### config.mk
export PLATFORM = sky130hd
export DESIGN_NAME = analog_param_decoder
export DESIGN_NICKNAME = d
export VERILOG_FILES = /design/src/analog_param_pkg.sv /design/src/analog_param_decoder.sv /design/src/mode_decoder.sv /design/src/value_scaler.sv
export SDC_FILE = /design/constraint.sdc
export NUM_CORES = 1
export LEC_CHECK = 0
export BUFFER_PORTS_ARGS = -buffer_cell sky130_fd_sc_hd__buf_4
export CAP_MARGIN = 5
export CORE_MARGIN = 4
export CORE_UTILIZATION = 30
export DETAILED_ROUTE_END_ITERATION = 7
export GPL_TIMING_DRIVEN = 0
export PLACE_DENSITY = 0.45
export RECOVER_POWER = 100
export SLEW_MARGIN = 40
export SYNTH_ARGS = -nofsm -noshare
export SYNTH_HDL_FRONTEND = slang
export SYNTH_SLANG_ARGS = --single-unit
### constraint.sdc
create_clock -name clk -period 4.4 [get_ports clk]
set_clock_uncertainty 0.15 [all_clocks]
set_input_delay 0.22 -clock clk [delete_from_list [all_inputs] [get_ports clk]]
set_output_delay 0.22 -clock clk [all_outputs]
set_load 0.02 [all_outputs]
### src/analog_param_pkg.sv
// Purpose: shared constants and types for the analog input parameter decoder
// Assumes: 16-byte parameter area, record set 0 at area 0..1, record set 1 at area 2..15
// Notes: limit words are stored high byte first
package analog_param_pkg;

  // ------------------------------------------------------------
  // parameter area layout
  // ------------------------------------------------------------
  localparam int AREA_BYTES = 16;
  localparam logic [3:0] SET0_BYTES = 4'h2;
  localparam logic [3:0] SET1_BYTES = 4'hE;
  localparam logic [3:0] SET1_BASE = 4'h2;
  localparam logic [3:0] AREA_DIAG = 4'h0;
  localparam logic [3:0] AREA_WBRK = 4'h1;
  localparam logic [3:0] AREA_IRQ = 4'h2;
  localparam logic [3:0] AREA_FREQ = 4'h3;
  localparam logic [3:0] AREA_MODE = 4'h4;
  localparam logic [3:0] AREA_CH0_UP = 4'h8;
  localparam logic [3:0] AREA_CH0_LO = 4'hA;
  localparam logic [3:0] AREA_CH2_UP = 4'hC;
  localparam logic [3:0] AREA_CH2_LO = 4'hE;
  localparam int IRQ_DIAG_BIT = 6;
  localparam int IRQ_PROC_BIT = 7;

  // ------------------------------------------------------------
  // reset values
  // ------------------------------------------------------------
  localparam logic [7:0] DIAG_RESET = 8'h00;
  localparam logic [7:0] WBRK_RESET = 8'h00;
  localparam logic [7:0] IRQ_RESET = 8'h00;
  localparam logic [7:0] FREQ_RESET = 8'hAA;
  localparam logic [7:0] MODE_RESET = 8'h19;
  localparam logic [15:0] UPPER_RESET = 16'h7FFF;
  localparam logic [15:0] LOWER_RESET = 16'h8000;
  localparam logic [15:0][7:0] AREA_RESET = {LOWER_RESET[7:0], LOWER_RESET[15:8],
    UPPER_RESET[7:0], UPPER_RESET[15:8], LOWER_RESET[7:0], LOWER_RESET[15:8],
    UPPER_RESET[7:0], UPPER_RESET[15:8], MODE_RESET, MODE_RESET, MODE_RESET, MODE_RESET,
    FREQ_RESET, IRQ_RESET, WBRK_RESET, DIAG_RESET};

  // ------------------------------------------------------------
  // measuring type and range codes
  // ------------------------------------------------------------
  localparam logic [3:0] TYPE_VOLT = 4'h1;
  localparam logic [3:0] TYPE_CUR4 = 4'h2;
  localparam logic [3:0] TYPE_CUR2 = 4'h3;
  localparam logic [3:0] TYPE_RES4 = 4'h4;
  localparam logic [3:0] RNG_0 = 4'h0;
  localparam logic [3:0] RNG_1 = 4'h1;
  localparam logic [3:0] RNG_2 = 4'h2;
  localparam logic [3:0] RNG_3 = 4'h3;
  localparam logic [3:0] RNG_4 = 4'h4;
  localparam logic [3:0] RNG_5 = 4'h5;
  localparam logic [3:0] RNG_6 = 4'h6;
  localparam logic [3:0] RNG_7 = 4'h7;
  localparam logic [3:0] RNG_9 = 4'h9;

  typedef enum logic [1:0] {SPAN_OFF, SPAN_BIPOLAR, SPAN_UNIPOLAR, SPAN_RESIST} span_kind_type;

  // ------------------------------------------------------------
  // scaling limits and resolution
  // ------------------------------------------------------------
  localparam logic signed [17:0] NOMINAL_END = 18'sh06C00;
  localparam logic signed [17:0] OVER_END = 18'sh07EFF;
  localparam logic signed [17:0] UNDER_END_BIP = 18'sh38100;
  localparam logic signed [17:0] UNDER_END_UNI = 18'sh3ED00;
  localparam logic signed [17:0] ZERO_VALUE = 18'sh00000;
  localparam logic [15:0] CLAMP_HIGH = 16'h7FFF;
  localparam logic [15:0] CLAMP_LOW = 16'h8000;
  localparam logic [1:0] FREQ_400HZ = 2'h0;
  localparam logic [1:0] FREQ_60HZ = 2'h1;
  localparam logic [1:0] FREQ_50HZ = 2'h2;
  localparam logic [1:0] FREQ_10HZ = 2'h3;
  localparam logic [15:0] MASK_14BIT = 16'hFFFE;
  localparam logic [15:0] MASK_12BIT = 16'hFFF8;
  localparam logic [15:0] MASK_9BIT = 16'hFFC0;

  // resolution mask per interference setting
  function automatic logic [15:0] res_mask(input logic [1:0] freq);
    logic [15:0] m;
    m = MASK_12BIT;
    case (freq)
      FREQ_10HZ: m = MASK_14BIT;
      FREQ_400HZ: m = MASK_9BIT;
      default: m = MASK_12BIT;
    endcase
    return m;
  endfunction

  typedef struct packed {
    logic valid;
    logic [2:0] chan;
    logic [15:0] value;
  } scaler_state_type;

  typedef struct packed {
    logic [15:0][7:0] stage;
    logic [15:0][7:0] active;
    logic run;
    logic [7:0] rd_data;
    logic refused;
    logic res_valid;
    logic [2:0] res_chan;
    logic [15:0] res_value;
    logic limit_hit;
  } decoder_state_type;

endpackage

### src/analog_param_decoder.sv
// Purpose: parameter record store, decoder and result scaling for an 8-channel analog input
// Assumes: controller writes bytes on a strobe port; cpu_run high while the controller runs
// Notes: writes land in a staging area and are applied to the active area on stop to run; set 1 also on commit while running
//
// Summary of operation
// - 16-byte area in record sets 0 and 1, loaded on transfer.
// - runtime writes only reach set 1; set 0 only at startup.
// - two-channel build uses pair 0 (channels 0 and 1) only, ignores other pair mode, diagnosis and wire-break fields; their frequency bits still reach pair_freq.
// - set 0 byte 0 bits 3..0 group diagnosis per pair, reset 00h.
// - set 0 byte 1 bits 3..0 wire-break test per pair, reset 00h.
// - set 1 byte 0 bit 6 diagnostic, bit 7 process interrupt enable.
// - set 1 byte 1 two-bit frequency per pair, reset AAh.
// - set 1 bytes 2..5 pair mode: range low, type high, reset 19h.
// - set 1 bytes 6..13 channel 0 and 2 limits, 7FFFh and 8000h.
// - all-zero mode byte switches the pair off.
// - voltage type range codes select bipolar spans or unipolar 1..5V.
// - bipolar spans: nominal +-27648, ends 32511 and -32512.
// - unipolar spans: nominal 0..27648, ends 32511 and -4864.
// - four-wire current: three bipolar codes, 0..20mA and 4..20mA.
// - two-wire current: only range code 0011b, unipolar 4..20mA.
// - resistance codes 2, 4, 6: 0..27648, never negative.
// - stored parameters applied when the controller goes from stop to run.
// - power-on default: +-10V, 50Hz, diagnostics off on every pair.
// - beyond overdrive end gives 7FFFh, below underdrive end 8000h.
// - resolution 14, 12 or 9 bits by frequency, low bits zero.
`timescale 1ns/1ps
module analog_param_decoder
  import analog_param_pkg::*;
#(
  parameter int PAIRS = 4,
  parameter bit TWO_CHANNEL = 1'b0
)
(
  input wire logic clk,
  input wire logic nrst,
  input wire logic cpu_run,
  input wire logic prm_wr,
  input wire logic prm_set,
  input wire logic [3:0] prm_idx,
  input wire logic [7:0] prm_data,
  input wire logic prm_commit,
  input wire logic rd_set,
  input wire logic [3:0] rd_idx,
  output logic [7:0] rd_data,
  output logic wr_refused,
  input wire logic conv_valid,
  input wire logic [2:0] conv_chan,
  input wire logic signed [17:0] conv_raw,
  output logic res_valid,
  output logic [2:0] res_chan,
  output logic [15:0] res_value,
  output logic limit_hit,
  output logic [PAIRS-1:0] pair_active,
  output logic [2*PAIRS-1:0] pair_freq,
  output logic [PAIRS-1:0] group_diag_en,
  output logic [PAIRS-1:0] wire_break_en,
  output logic diag_irq_en,
  output logic proc_irq_en
);

  // ------------------------------------------------------------
  // state and decode
  // ------------------------------------------------------------
  decoder_state_type q;
  decoder_state_type d;
  span_kind_type pair_kind [PAIRS];
  span_kind_type used_kind [PAIRS];
  logic [PAIRS-1:0] pair_used;
  logic sc_valid;
  logic [2:0] sc_chan;
  logic [15:0] sc_value;
  logic [1:0] conv_pair;
  logic [3:0] rd_addr;
  logic rd_ok;
  logic signed [15:0] up_lim;
  logic signed [15:0] lo_lim;

  genvar g;
  generate
    for (g = 0; g < PAIRS; g++)
    begin : gen_pair
      mode_decoder u_mode (
        .mode_byte(q.active[AREA_MODE + 4'(g)]),
        .kind(pair_kind[g])
      );
      // other pairs ignored in two-channel build
      assign pair_used[g] = !TWO_CHANNEL || (g == 0);
      assign used_kind[g] = pair_used[g] ? pair_kind[g] : SPAN_OFF;
      assign pair_active[g] = (used_kind[g] != SPAN_OFF);
      assign pair_freq[2*g +: 2] = q.active[AREA_FREQ][2*g +: 2];
      assign group_diag_en[g] = pair_used[g] && q.active[AREA_DIAG][g];
      assign wire_break_en[g] = pair_used[g] && q.active[AREA_WBRK][g];
    end
  endgenerate

  assign diag_irq_en = q.active[AREA_IRQ][IRQ_DIAG_BIT];
  assign proc_irq_en = q.active[AREA_IRQ][IRQ_PROC_BIT];

  // ------------------------------------------------------------
  // scaling path
  // ------------------------------------------------------------
  assign conv_pair = conv_chan[2:1];

  value_scaler u_scaler (
    .clk(clk),
    .nrst(nrst),
    .in_valid(conv_valid),
    .in_chan(conv_chan),
    .in_raw(conv_raw),
    .in_kind(used_kind[conv_pair]),
    .in_freq(q.active[AREA_FREQ][{conv_pair, 1'b0} +: 2]),
    .out_valid(sc_valid),
    .out_chan(sc_chan),
    .out_value(sc_value)
  );

  always_comb
  begin
    if (sc_chan == 3'h2)
    begin
      up_lim = {q.active[AREA_CH2_UP], q.active[AREA_CH2_UP + 4'h1]};
      lo_lim = {q.active[AREA_CH2_LO], q.active[AREA_CH2_LO + 4'h1]};
    end
    else
    begin
      up_lim = {q.active[AREA_CH0_UP], q.active[AREA_CH0_UP + 4'h1]};
      lo_lim = {q.active[AREA_CH0_LO], q.active[AREA_CH0_LO + 4'h1]};
    end
  end

  // ------------------------------------------------------------
  // record read address
  // ------------------------------------------------------------
  always_comb
  begin
    if (rd_set)
    begin
      rd_addr = 4'(SET1_BASE + rd_idx);
      rd_ok = (rd_idx < SET1_BYTES);
    end
    else
    begin
      rd_addr = rd_idx;
      rd_ok = (rd_idx < SET0_BYTES);
    end
  end

  // ------------------------------------------------------------
  // next state
  // ------------------------------------------------------------
  always_comb
  begin
    d = q;
    d.run = cpu_run;
    d.refused = 1'b0;
    d.limit_hit = 1'b0;
    if (prm_wr)
    begin
      if (!prm_set && !cpu_run && prm_idx < SET0_BYTES)
      begin
        d.stage[prm_idx] = prm_data;
      end
      else if (prm_set && prm_idx < SET1_BYTES)
      begin
        d.stage[4'(SET1_BASE + prm_idx)] = prm_data;
      end
      else
      begin
        d.refused = 1'b1;
      end
    end
    // apply all on stop to run
    if (cpu_run && !q.run)
    begin
      d.active = d.stage;
    end
    // runtime commit touches set 1 only
    else if (prm_commit && cpu_run)
    begin
      for (int i = SET1_BASE; i < AREA_BYTES; i++)
      begin
        d.active[i] = d.stage[i];
      end
    end
    d.rd_data = rd_ok ? q.active[rd_addr] : 8'h00;
    d.res_valid = sc_valid;
    d.res_chan = sc_chan;
    d.res_value = sc_value;
    // process limit check channels 0 and 2
    if (sc_valid && proc_irq_en && (sc_chan == 3'h0 || sc_chan == 3'h2))
    begin
      d.limit_hit = ($signed(sc_value) > up_lim) || ($signed(sc_value) < lo_lim);
    end
  end

  // ------------------------------------------------------------
  // registers
  // ------------------------------------------------------------
  always_ff @(posedge clk or negedge nrst)
  begin
    if (!nrst)
    begin
      q <= '0;
      q.stage <= AREA_RESET;
      q.active <= AREA_RESET;
    end
    else
    begin
      q <= d;
    end
  end

  assign rd_data = q.rd_data;
  assign wr_refused = q.refused;
  assign res_valid = q.res_valid;
  assign res_chan = q.res_chan;
  assign res_value = q.res_value;
  assign limit_hit = q.limit_hit;

endmodule

### src/mode_decoder.sv
// Purpose: decode one channel-pair mode byte into a scaling kind
// Assumes: type in bits 7..4, range in bits 3..0
// Notes: purely combinational
`timescale 1ns/1ps
module mode_decoder
  import analog_param_pkg::*;
(
  input wire logic [7:0] mode_byte,
  output span_kind_type kind
);

  logic [3:0] mtype;
  logic [3:0] mrange;

  assign mtype = mode_byte[7:4];
  assign mrange = mode_byte[3:0];

  always_comb
  begin
    kind = SPAN_OFF;
    case (mtype)
      TYPE_VOLT:
      begin
        case (mrange)
          RNG_1, RNG_2, RNG_3, RNG_4, RNG_5, RNG_6, RNG_9: kind = SPAN_BIPOLAR;
          RNG_7: kind = SPAN_UNIPOLAR;
          default: kind = SPAN_OFF;
        endcase
      end
      TYPE_CUR4:
      begin
        case (mrange)
          RNG_0, RNG_1, RNG_4: kind = SPAN_BIPOLAR;
          RNG_2, RNG_3: kind = SPAN_UNIPOLAR;
          default: kind = SPAN_OFF;
        endcase
      end
      TYPE_CUR2:
      begin
        kind = (mrange == RNG_3) ? SPAN_UNIPOLAR : SPAN_OFF;
      end
      TYPE_RES4:
      begin
        case (mrange)
          RNG_2, RNG_4, RNG_6: kind = SPAN_RESIST;
          default: kind = SPAN_OFF;
        endcase
      end
      default: kind = SPAN_OFF;
    endcase
  end

endmodule

### src/value_scaler.sv
// Purpose: clamp and resolution-mask one converted value
// Assumes: raw value already in nominal units (27648 = span end)
// Notes: one cycle latency; inactive pairs produce no result
`timescale 1ns/1ps
module value_scaler
  import analog_param_pkg::*;
(
  input wire logic clk,
  input wire logic nrst,
  input wire logic in_valid,
  input wire logic [2:0] in_chan,
  input wire logic signed [17:0] in_raw,
  input span_kind_type in_kind,
  input wire logic [1:0] in_freq,
  output logic out_valid,
  output logic [2:0] out_chan,
  output logic [15:0] out_value
);

  scaler_state_type q;
  scaler_state_type d;
  logic signed [17:0] under_end;
  logic signed [17:0] val;

  always_comb
  begin
    d = q;
    d.valid = in_valid && (in_kind != SPAN_OFF);
    d.chan = in_chan;
    val = in_raw;
    if (in_kind == SPAN_RESIST && in_raw < ZERO_VALUE)
    begin
      val = ZERO_VALUE;
    end
    under_end = (in_kind == SPAN_BIPOLAR) ? UNDER_END_BIP : UNDER_END_UNI;
    if (val > OVER_END)
    begin
      d.value = CLAMP_HIGH;
    end
    else if (val < under_end)
    begin
      d.value = CLAMP_LOW;
    end
    else
    begin
      d.value = val[15:0] & res_mask(in_freq);
    end
  end

  always_ff @(posedge clk or negedge nrst)
  begin
    if (!nrst)
    begin
      q <= '0;
    end
    else
    begin
      q <= d;
    end
  end

  assign out_valid = q.valid;
  assign out_chan = q.chan;
  assign out_value = q.value;

endmodule

## After elaboration in Yosys (flattened, before gate mapping)

Memories as Yosys holds them, arrays and structs flattened.
Index checks and enable logic that the tools add are counted.

- Flip-flop bits (word level): 307
- Latch bits: 0
- RAM bits: 0
- Bits in read-only memories: 128
- Bits of input ports: 45
- Logic and storage cells: 194
- Memories: 4

- Add/subtract/negate cells: 2
- $mul: 0
- Divide/modulo/power cells: 0
- Magnitude comparators: 15
- Equal/unequal tests: 40
- Shifts and indexed selects: 1
- Multiplexer cells: 48
- Bitwise gates (word level): 2
- Reduce and logical (&&, ||, !) cells: 40

Memories:

| memory | depth | bits a word | rd ports | clocked after memory_dff | write ports | RTL line | RTL |
|---|---|---|---|---|---|---|---|
| (no name shown) | 16 | 2 | 1 | 0 | 0 | mode_decoder.sv:24 | `case (mrange)` |
| (no name shown) | 16 | 2 | 1 | 0 | 0 | mode_decoder.sv:24 |  |
| (no name shown) | 16 | 2 | 1 | 0 | 0 | mode_decoder.sv:24 |  |
| (no name shown) | 16 | 2 | 1 | 0 | 0 | mode_decoder.sv:24 |  |

Operator list:

| operator | number |
|---|---|
| $mux W128 | 3 |
| $bwmux W128 | 2 |
| $mux W112 | 2 |
| $mux W16 | 6 |
| $demux W8 S4 | 2 |
| $eq A4 B2 Y1 const B | 16 |
| $eq A4 B3 Y1 const B | 12 |
| $bmux W8 S4 | 1 |
| $eq A4 B1 Y1 const B | 8 |
| $mux W8 | 4 |
| $pmux W2 S4 | 4 |
| $reduce_or A3 Y1 | 8 |
| $mux W2 | 10 |
| $gt A18 B16 Y1 const B | 1 |
| $lt A18 B1 Y1 const B | 1 |
| $lt A18 B18 Y1 | 1 |
| $mux W18 | 1 |
| $and A16 B16 Y16 | 1 |
| $gt A16 B16 Y1 | 1 |
| $logic_not A4 Y1 | 4 |
| $lt A16 B16 Y1 | 1 |
| $pmux W2 S2 | 4 |
| $lt A4 B5 Y1 const B | 3 |
| $mux W15 | 1 |
| other kinds (21) | 51 |

## Depth between registers and ports, before layout

- Word-level depth: 16
- Mapped depth: 15
- Depth with buffers taken out: 13

## Cells and area by module

A second synthesis with hierarchy kept.

- Cell total of the unflattened synthesis: 1025
- Area, all modules: 14549.0 um^2

By module, submodules not included:

| module | instances | cells each | area each (um^2) | sequential area each (um^2) |
|---|---|---|---|---|
| analog_param_decoder | 1 | 863 | 13162.6 | 7302.0 |
| value_scaler | 1 | 78 | 835.8 | 500.5 |
| mode_decoder | 4 | 21 | 137.6 | 0.0 |

## Least setup slack after synthesis

OpenSTA, ideal clock, no wires.

- Kind: flip-flop to flip-flop
- Start point: register q[78] in the netlist's numbering
- End point: register u_scaler.q, in the netlist u_scaler.out_value[5]
- Library setup time: 0.120 ns
- Arrival time: 3.296 ns
- Data required time: 4.130 ns
- Setup slack: 0.834 ns
- Stages on the path, launching flop included: 15
- Buffers on the path: 1
- Period minus slack after synthesis: 3.566 ns
- Cells stage by stage: dfrtp_1 > or4b_1 > or4_1 > o211ai_2 > o32ai_1 > a311o_1 > nor2b_1 > ha_1 > a211o_1 > a21oi_1 > o21ai_0 > a21oi_1 > o41ai_1 > buf_2 > nor2b_1

RTL lines:

| element | RTL line | RTL |
|---|---|---|
| start, declared | analog_param_decoder.sv:64 | `decoder_state_type q;` |
| end signal, assigned | value_scaler.sv:54 | `q <= '0;` |
| end signal, assigned | value_scaler.sv:58 | `q <= d;` |
| end, declared | value_scaler.sv:20 | `scaler_state_type q;` |

==> impl_summary.md <==
Synth
Yosys mapped a number of flops with a built-in enable equal to 0. The multiplexer share of the synthesized area is 27.3%. The arithmetic-cell share of the synthesized area counting full adders, half adders and majority gates is 3.18%. The Yosys warning count is 0. The primary flip-flop cell chosen by synthesis mapping is sky130_fd_sc_hd__dfrtp_1.

After synthesis, the netlist uses 65 different library cells. Of the total synthesized cell area, the portion taken by AND, OR, NAND and NOR gates is 8.06%. The synthesized netlist devotes 3.90% of its cell area to compound gates. Dividing the synthesized area by the synthesized cell count gives 13.7 um2.

The netlist area before placement is 14500 um2. The xor and xnor fraction of the mapped netlist area is 0.241%. The cell count after synthesis came out at 1061. The share of the yosys chip area belonging to registers is 53.7%. After synthesis the netlist holds a flip-flop and latch count of 307. After synthesis, the largest family of logic cells by area is multiplexers.

When the netlist entered floorplanning its net count stood at 1143. The fraction of synthesis flops using an asynchronous set or reset pin is 100%.

Power
The highest ir drop seen on vdd is 0.241 mV. For this design the ratio of total power to cell area is 549 nW/um2. The total power consumption of the routed design is 9.63 mW.

The cell leakage power is 7.59 nW.

Global route
The first global-routing pass estimated 64400 um of wire. The initial antenna violation count was 2. The total overflow left after global routing is 0. The via count of the first global-routing pass is 9884. The global router's overall resource usage is 16.3%. The largest net degree at the start of global routing is 75.

Critical path
The worst register-to-register path has a setup slack of 0.31 ns. The startpoint identified for the worst register-to-register timing path is q[78]$_DFFE_PN0P_. The endpoint kind of the worst setup timing path is a flop. The launching element of the worst setup path is q[78]$_DFFE_PN0P_. In this run the critical register-to-register path is captured at u_scaler.out_value[4]$_DFF_PN0_.

STA classifies the critical path startpoint as a flop. The top fanout value on the critical path is 10. The arrival time of the worst setup path is 4.39 ns.

Following the worst setup path forward leads to its endpoint at u_scaler.out_value[4]$_DFF_PN0_. The number of cells on the worst reg-to-reg path is 14. The critical path in this run is classified as flop to flop. The worst endpoint required time is 4.69 ns.

CTS
In this run, CTS created clock tree buffers numbering 36. The clock reaches the later pin of the worst-skew pair after 0.55 ns. The number of buffers inserted to repair setup after CTS is 0. The clock transition at the registers of the reported paths is 0.06 ns. The CTS sink count is 307. The buffer type at the clock tree root is sky130_fd_sc_hd__clkbuf_16.

CTS built an H-tree with a depth of 2. The clock passes through at most 3 buffers. TritonCTS built the clock tree.

Drt
The total via count after detailed routing is 9270. In the routed layout, each cell is associated on average with a via count of 4.93. The number of routed nets with antenna violations is 0. After detailed routing, the average wire length per cell comes to 22.7 um. The number of remaining DRC errors is 0. Summed over all layers, the routed wires come to 42600 um.

The count of TritonRoute iterations in the first routing pass is 5. The initial detailed-routing violation count is 510.

Min path
In this run the worst hold path is classified as primary input to flop.

Floorplan
Measured along the y axis, the die boundary spans 228 um. The area enclosed by the die boundary is 52000 um2. The horizontal die dimension is 228 um.

The starting utilization of the core area is 30.4%. The count of pins on the block boundary is 97. The number of standard-cell rows in the floorplan is 80. The floorplan core area is 47800 um2.

Place
The HPWL after detailed placement is 30600 um. The number of placed instances, taps included, is 1775. Port buffering added 94 buffers.

The weighted congestion at the end of routability-driven global placement is 0.835.

Cells and area
The final layout contains 1318 nets. Relative to the synthesized area, the layout overhead comes to 20.8%. The final non-filler cell total is 1882. The post-route netlist has 37.0% of its cells at a drive strength greater than 1.

STA
Setup repair after global routing left no endpoint under its margin. The final critical-path required period is 4.09 ns. The worst hold margin is 0.0424 ns.

The number of hold violations in the final report was 0. Derived from the worst setup path, the maximum achievable clock frequency is 0.244 GHz. Setup violations remaining at the end of the flow were counted as 0. The final period utilization is 93.1%. For the pin with the worst max-slew slack, the measured transition is 2.01 ns. The final-report max-slew violation count was 226. The worst pin sits at a relative slew slack of -35.3%.

Run status
The checks that failed: max-capacitance violations, max-slew violations. The run finished, with violations left.

Job
Max-cap violations in this run came to 5.
[critical path, stage by stage (launching register included)]
cell,delay [ns]
sky130_fd_sc_hd__dfrtp_1,0.44
sky130_fd_sc_hd__or4b_1,0.53
sky130_fd_sc_hd__or4_1,0.42
sky130_fd_sc_hd__o211ai_1,0.14
sky130_fd_sc_hd__o32ai_1,0.14
sky130_fd_sc_hd__a311o_1,0.34
sky130_fd_sc_hd__nor2b_4,0.25
sky130_fd_sc_hd__ha_1,0.29
sky130_fd_sc_hd__a211o_1,0.29
sky130_fd_sc_hd__a21oi_1,0.12
sky130_fd_sc_hd__o21ai_0,0.08
sky130_fd_sc_hd__a21oi_1,0.25
sky130_fd_sc_hd__o41ai_4,0.15
sky130_fd_sc_hd__buf_2,0.23
sky130_fd_sc_hd__nor2b_1,0.15
[through the flow]
step | util, % | setup TNS, ns | setup slack, ns | area (um2)
after global placement | 33.5 | -3.53 | -0.367 | 16000
final | 36.7 | 0 | 0.305 | 17600
after floorplan | - | 0 | 0.834 | 14500
after detailed placement | 33.9 | -0.0467 | -0.0360 | 16200
after CTS | 37.3 | 0 | 0.183 | 17800
after global routing | 36.7 | 0 | 0.0177 | 17600
[kinds of logic (layout without fill, tap and decap cells)]
group	count (synthesis)	in the layout
buf+inv	95	298
other cells	0	3
compound gates	80	80
flops	307	307
fa+ha+maj	37	37
simple gates	217	217
xor+xnor	4	4
mux	321	321
[report_power, final]
part,internal (mW),leakage (nW),switching [mW]
Sequential,3.68,3.68,0.517
Combinational,1.16,3.29,1.11
Clock,1.95,0.616,1.23
[cells in the mapped netlist (all sizes together), types with 3 or more instances]
library cell	number	area (um2)
a21oi	19	95.1
a21boi	3	26.3
nand3	47	235
o21a	12	90.1
ha	37	463
mux2i	31	310
and3	8	50.1
nor4b	7	61.3
mux2	256	2880
or4b	3	30.0
o2111ai	4	35.0
o21ai	11	55.1
and3b	4	35.0
nor3b	3	22.5
dfrtp	211	5280
nor2	31	126
nor4	3	18.8
nor3	9	55.1
a21o	3	22.5
inv	6	22.5
mux4	34	769
o211ai	8	65.1
and2	6	37.5
dfstp	96	2520
or3	5	31.3
nand3b	3	22.5
nand2b	7	43.8
buf	59	402
or2	5	31.3
nand2	48	180
nand4	6	37.5
clkbuf	30	113
o22ai	3	18.8
nor2b	16	100
[cell type report]
class,instances,area [um2]
Antenna cell,3,7.51
Sequential cell,307,7800
Inverter,6,22.5
Fill cell,4644,30300
Timing Repair Buffer,137,986
Clock buffer,51,1040
Clock inverter,15,214
Multi-Input combinational cell,659,6210
Buffer,89,510
Tap cell,615,769
[routing by layer]
layer	vias up	share of wire (%)	global-route usage, %
met2	145	49	27.6
met3	51	3.1	2.40
met5	-	0	0
met1	4854	46	21.8
li1	4220	-	-
met4	0	2.3	4.99
[cells in the final DEF, fill, tap and decap left out, drive strengths merged, types with 16 or more instances in the layout]
master         n
mux2         256
mux4          34
nand3         47
a21oi         19
nor2b         16
nor2          31
mux2i         31
buf           91
dfstp         96
clkbuf       147
dfrtp        211
ha            37
dlygate4sd3   38
nand2         48
[flip-flops by register name, indices dropped and copies added (netlist names), 3 cells and up]
register	cells
res_value	16
u_scaler.out_value	16
q	239
group_diag_en	4
res_chan	3
pair_freq	8
u_scaler.out_chan	3
wire_break_en	4
rd_data	8
[how the worst min path moves through the flow]
| stage | from | end | slack [ns] | depth (start not counted) |
|---|---|---|---|---|
| after global routing | conv_raw[15] | u_scaler.out_value[3]$_DFF_PN0_ | 0.04 | 4 |
| after CTS | conv_raw[15] | u_scaler.out_value[3]$_DFF_PN0_ | 0.005 | 4 |
| after global placement | conv_chan[0] | u_scaler.out_chan[0]$_DFF_PN0_ | 0.19 | 1 |
| final | conv_raw[15] | u_scaler.out_value[3]$_DFF_PN0_ | 0.04 | 4 |
| after detailed placement | nrst | pair_freq[0]$_DFFE_PN0P_ | -0.15 | 1 |
| after floorplan | nrst | diag_irq_en$_DFFE_PN0P_ | -0.23 | 0 |
[what timing repair did]
item,4_1_cts,5_1_grt
gates resized for setup,1,3
hold endpoints to repair,266,0
hold buffers,38,0
endpoints found under the setup margin,9,10
Note: power is estimated with default switching activity, not from simulation.
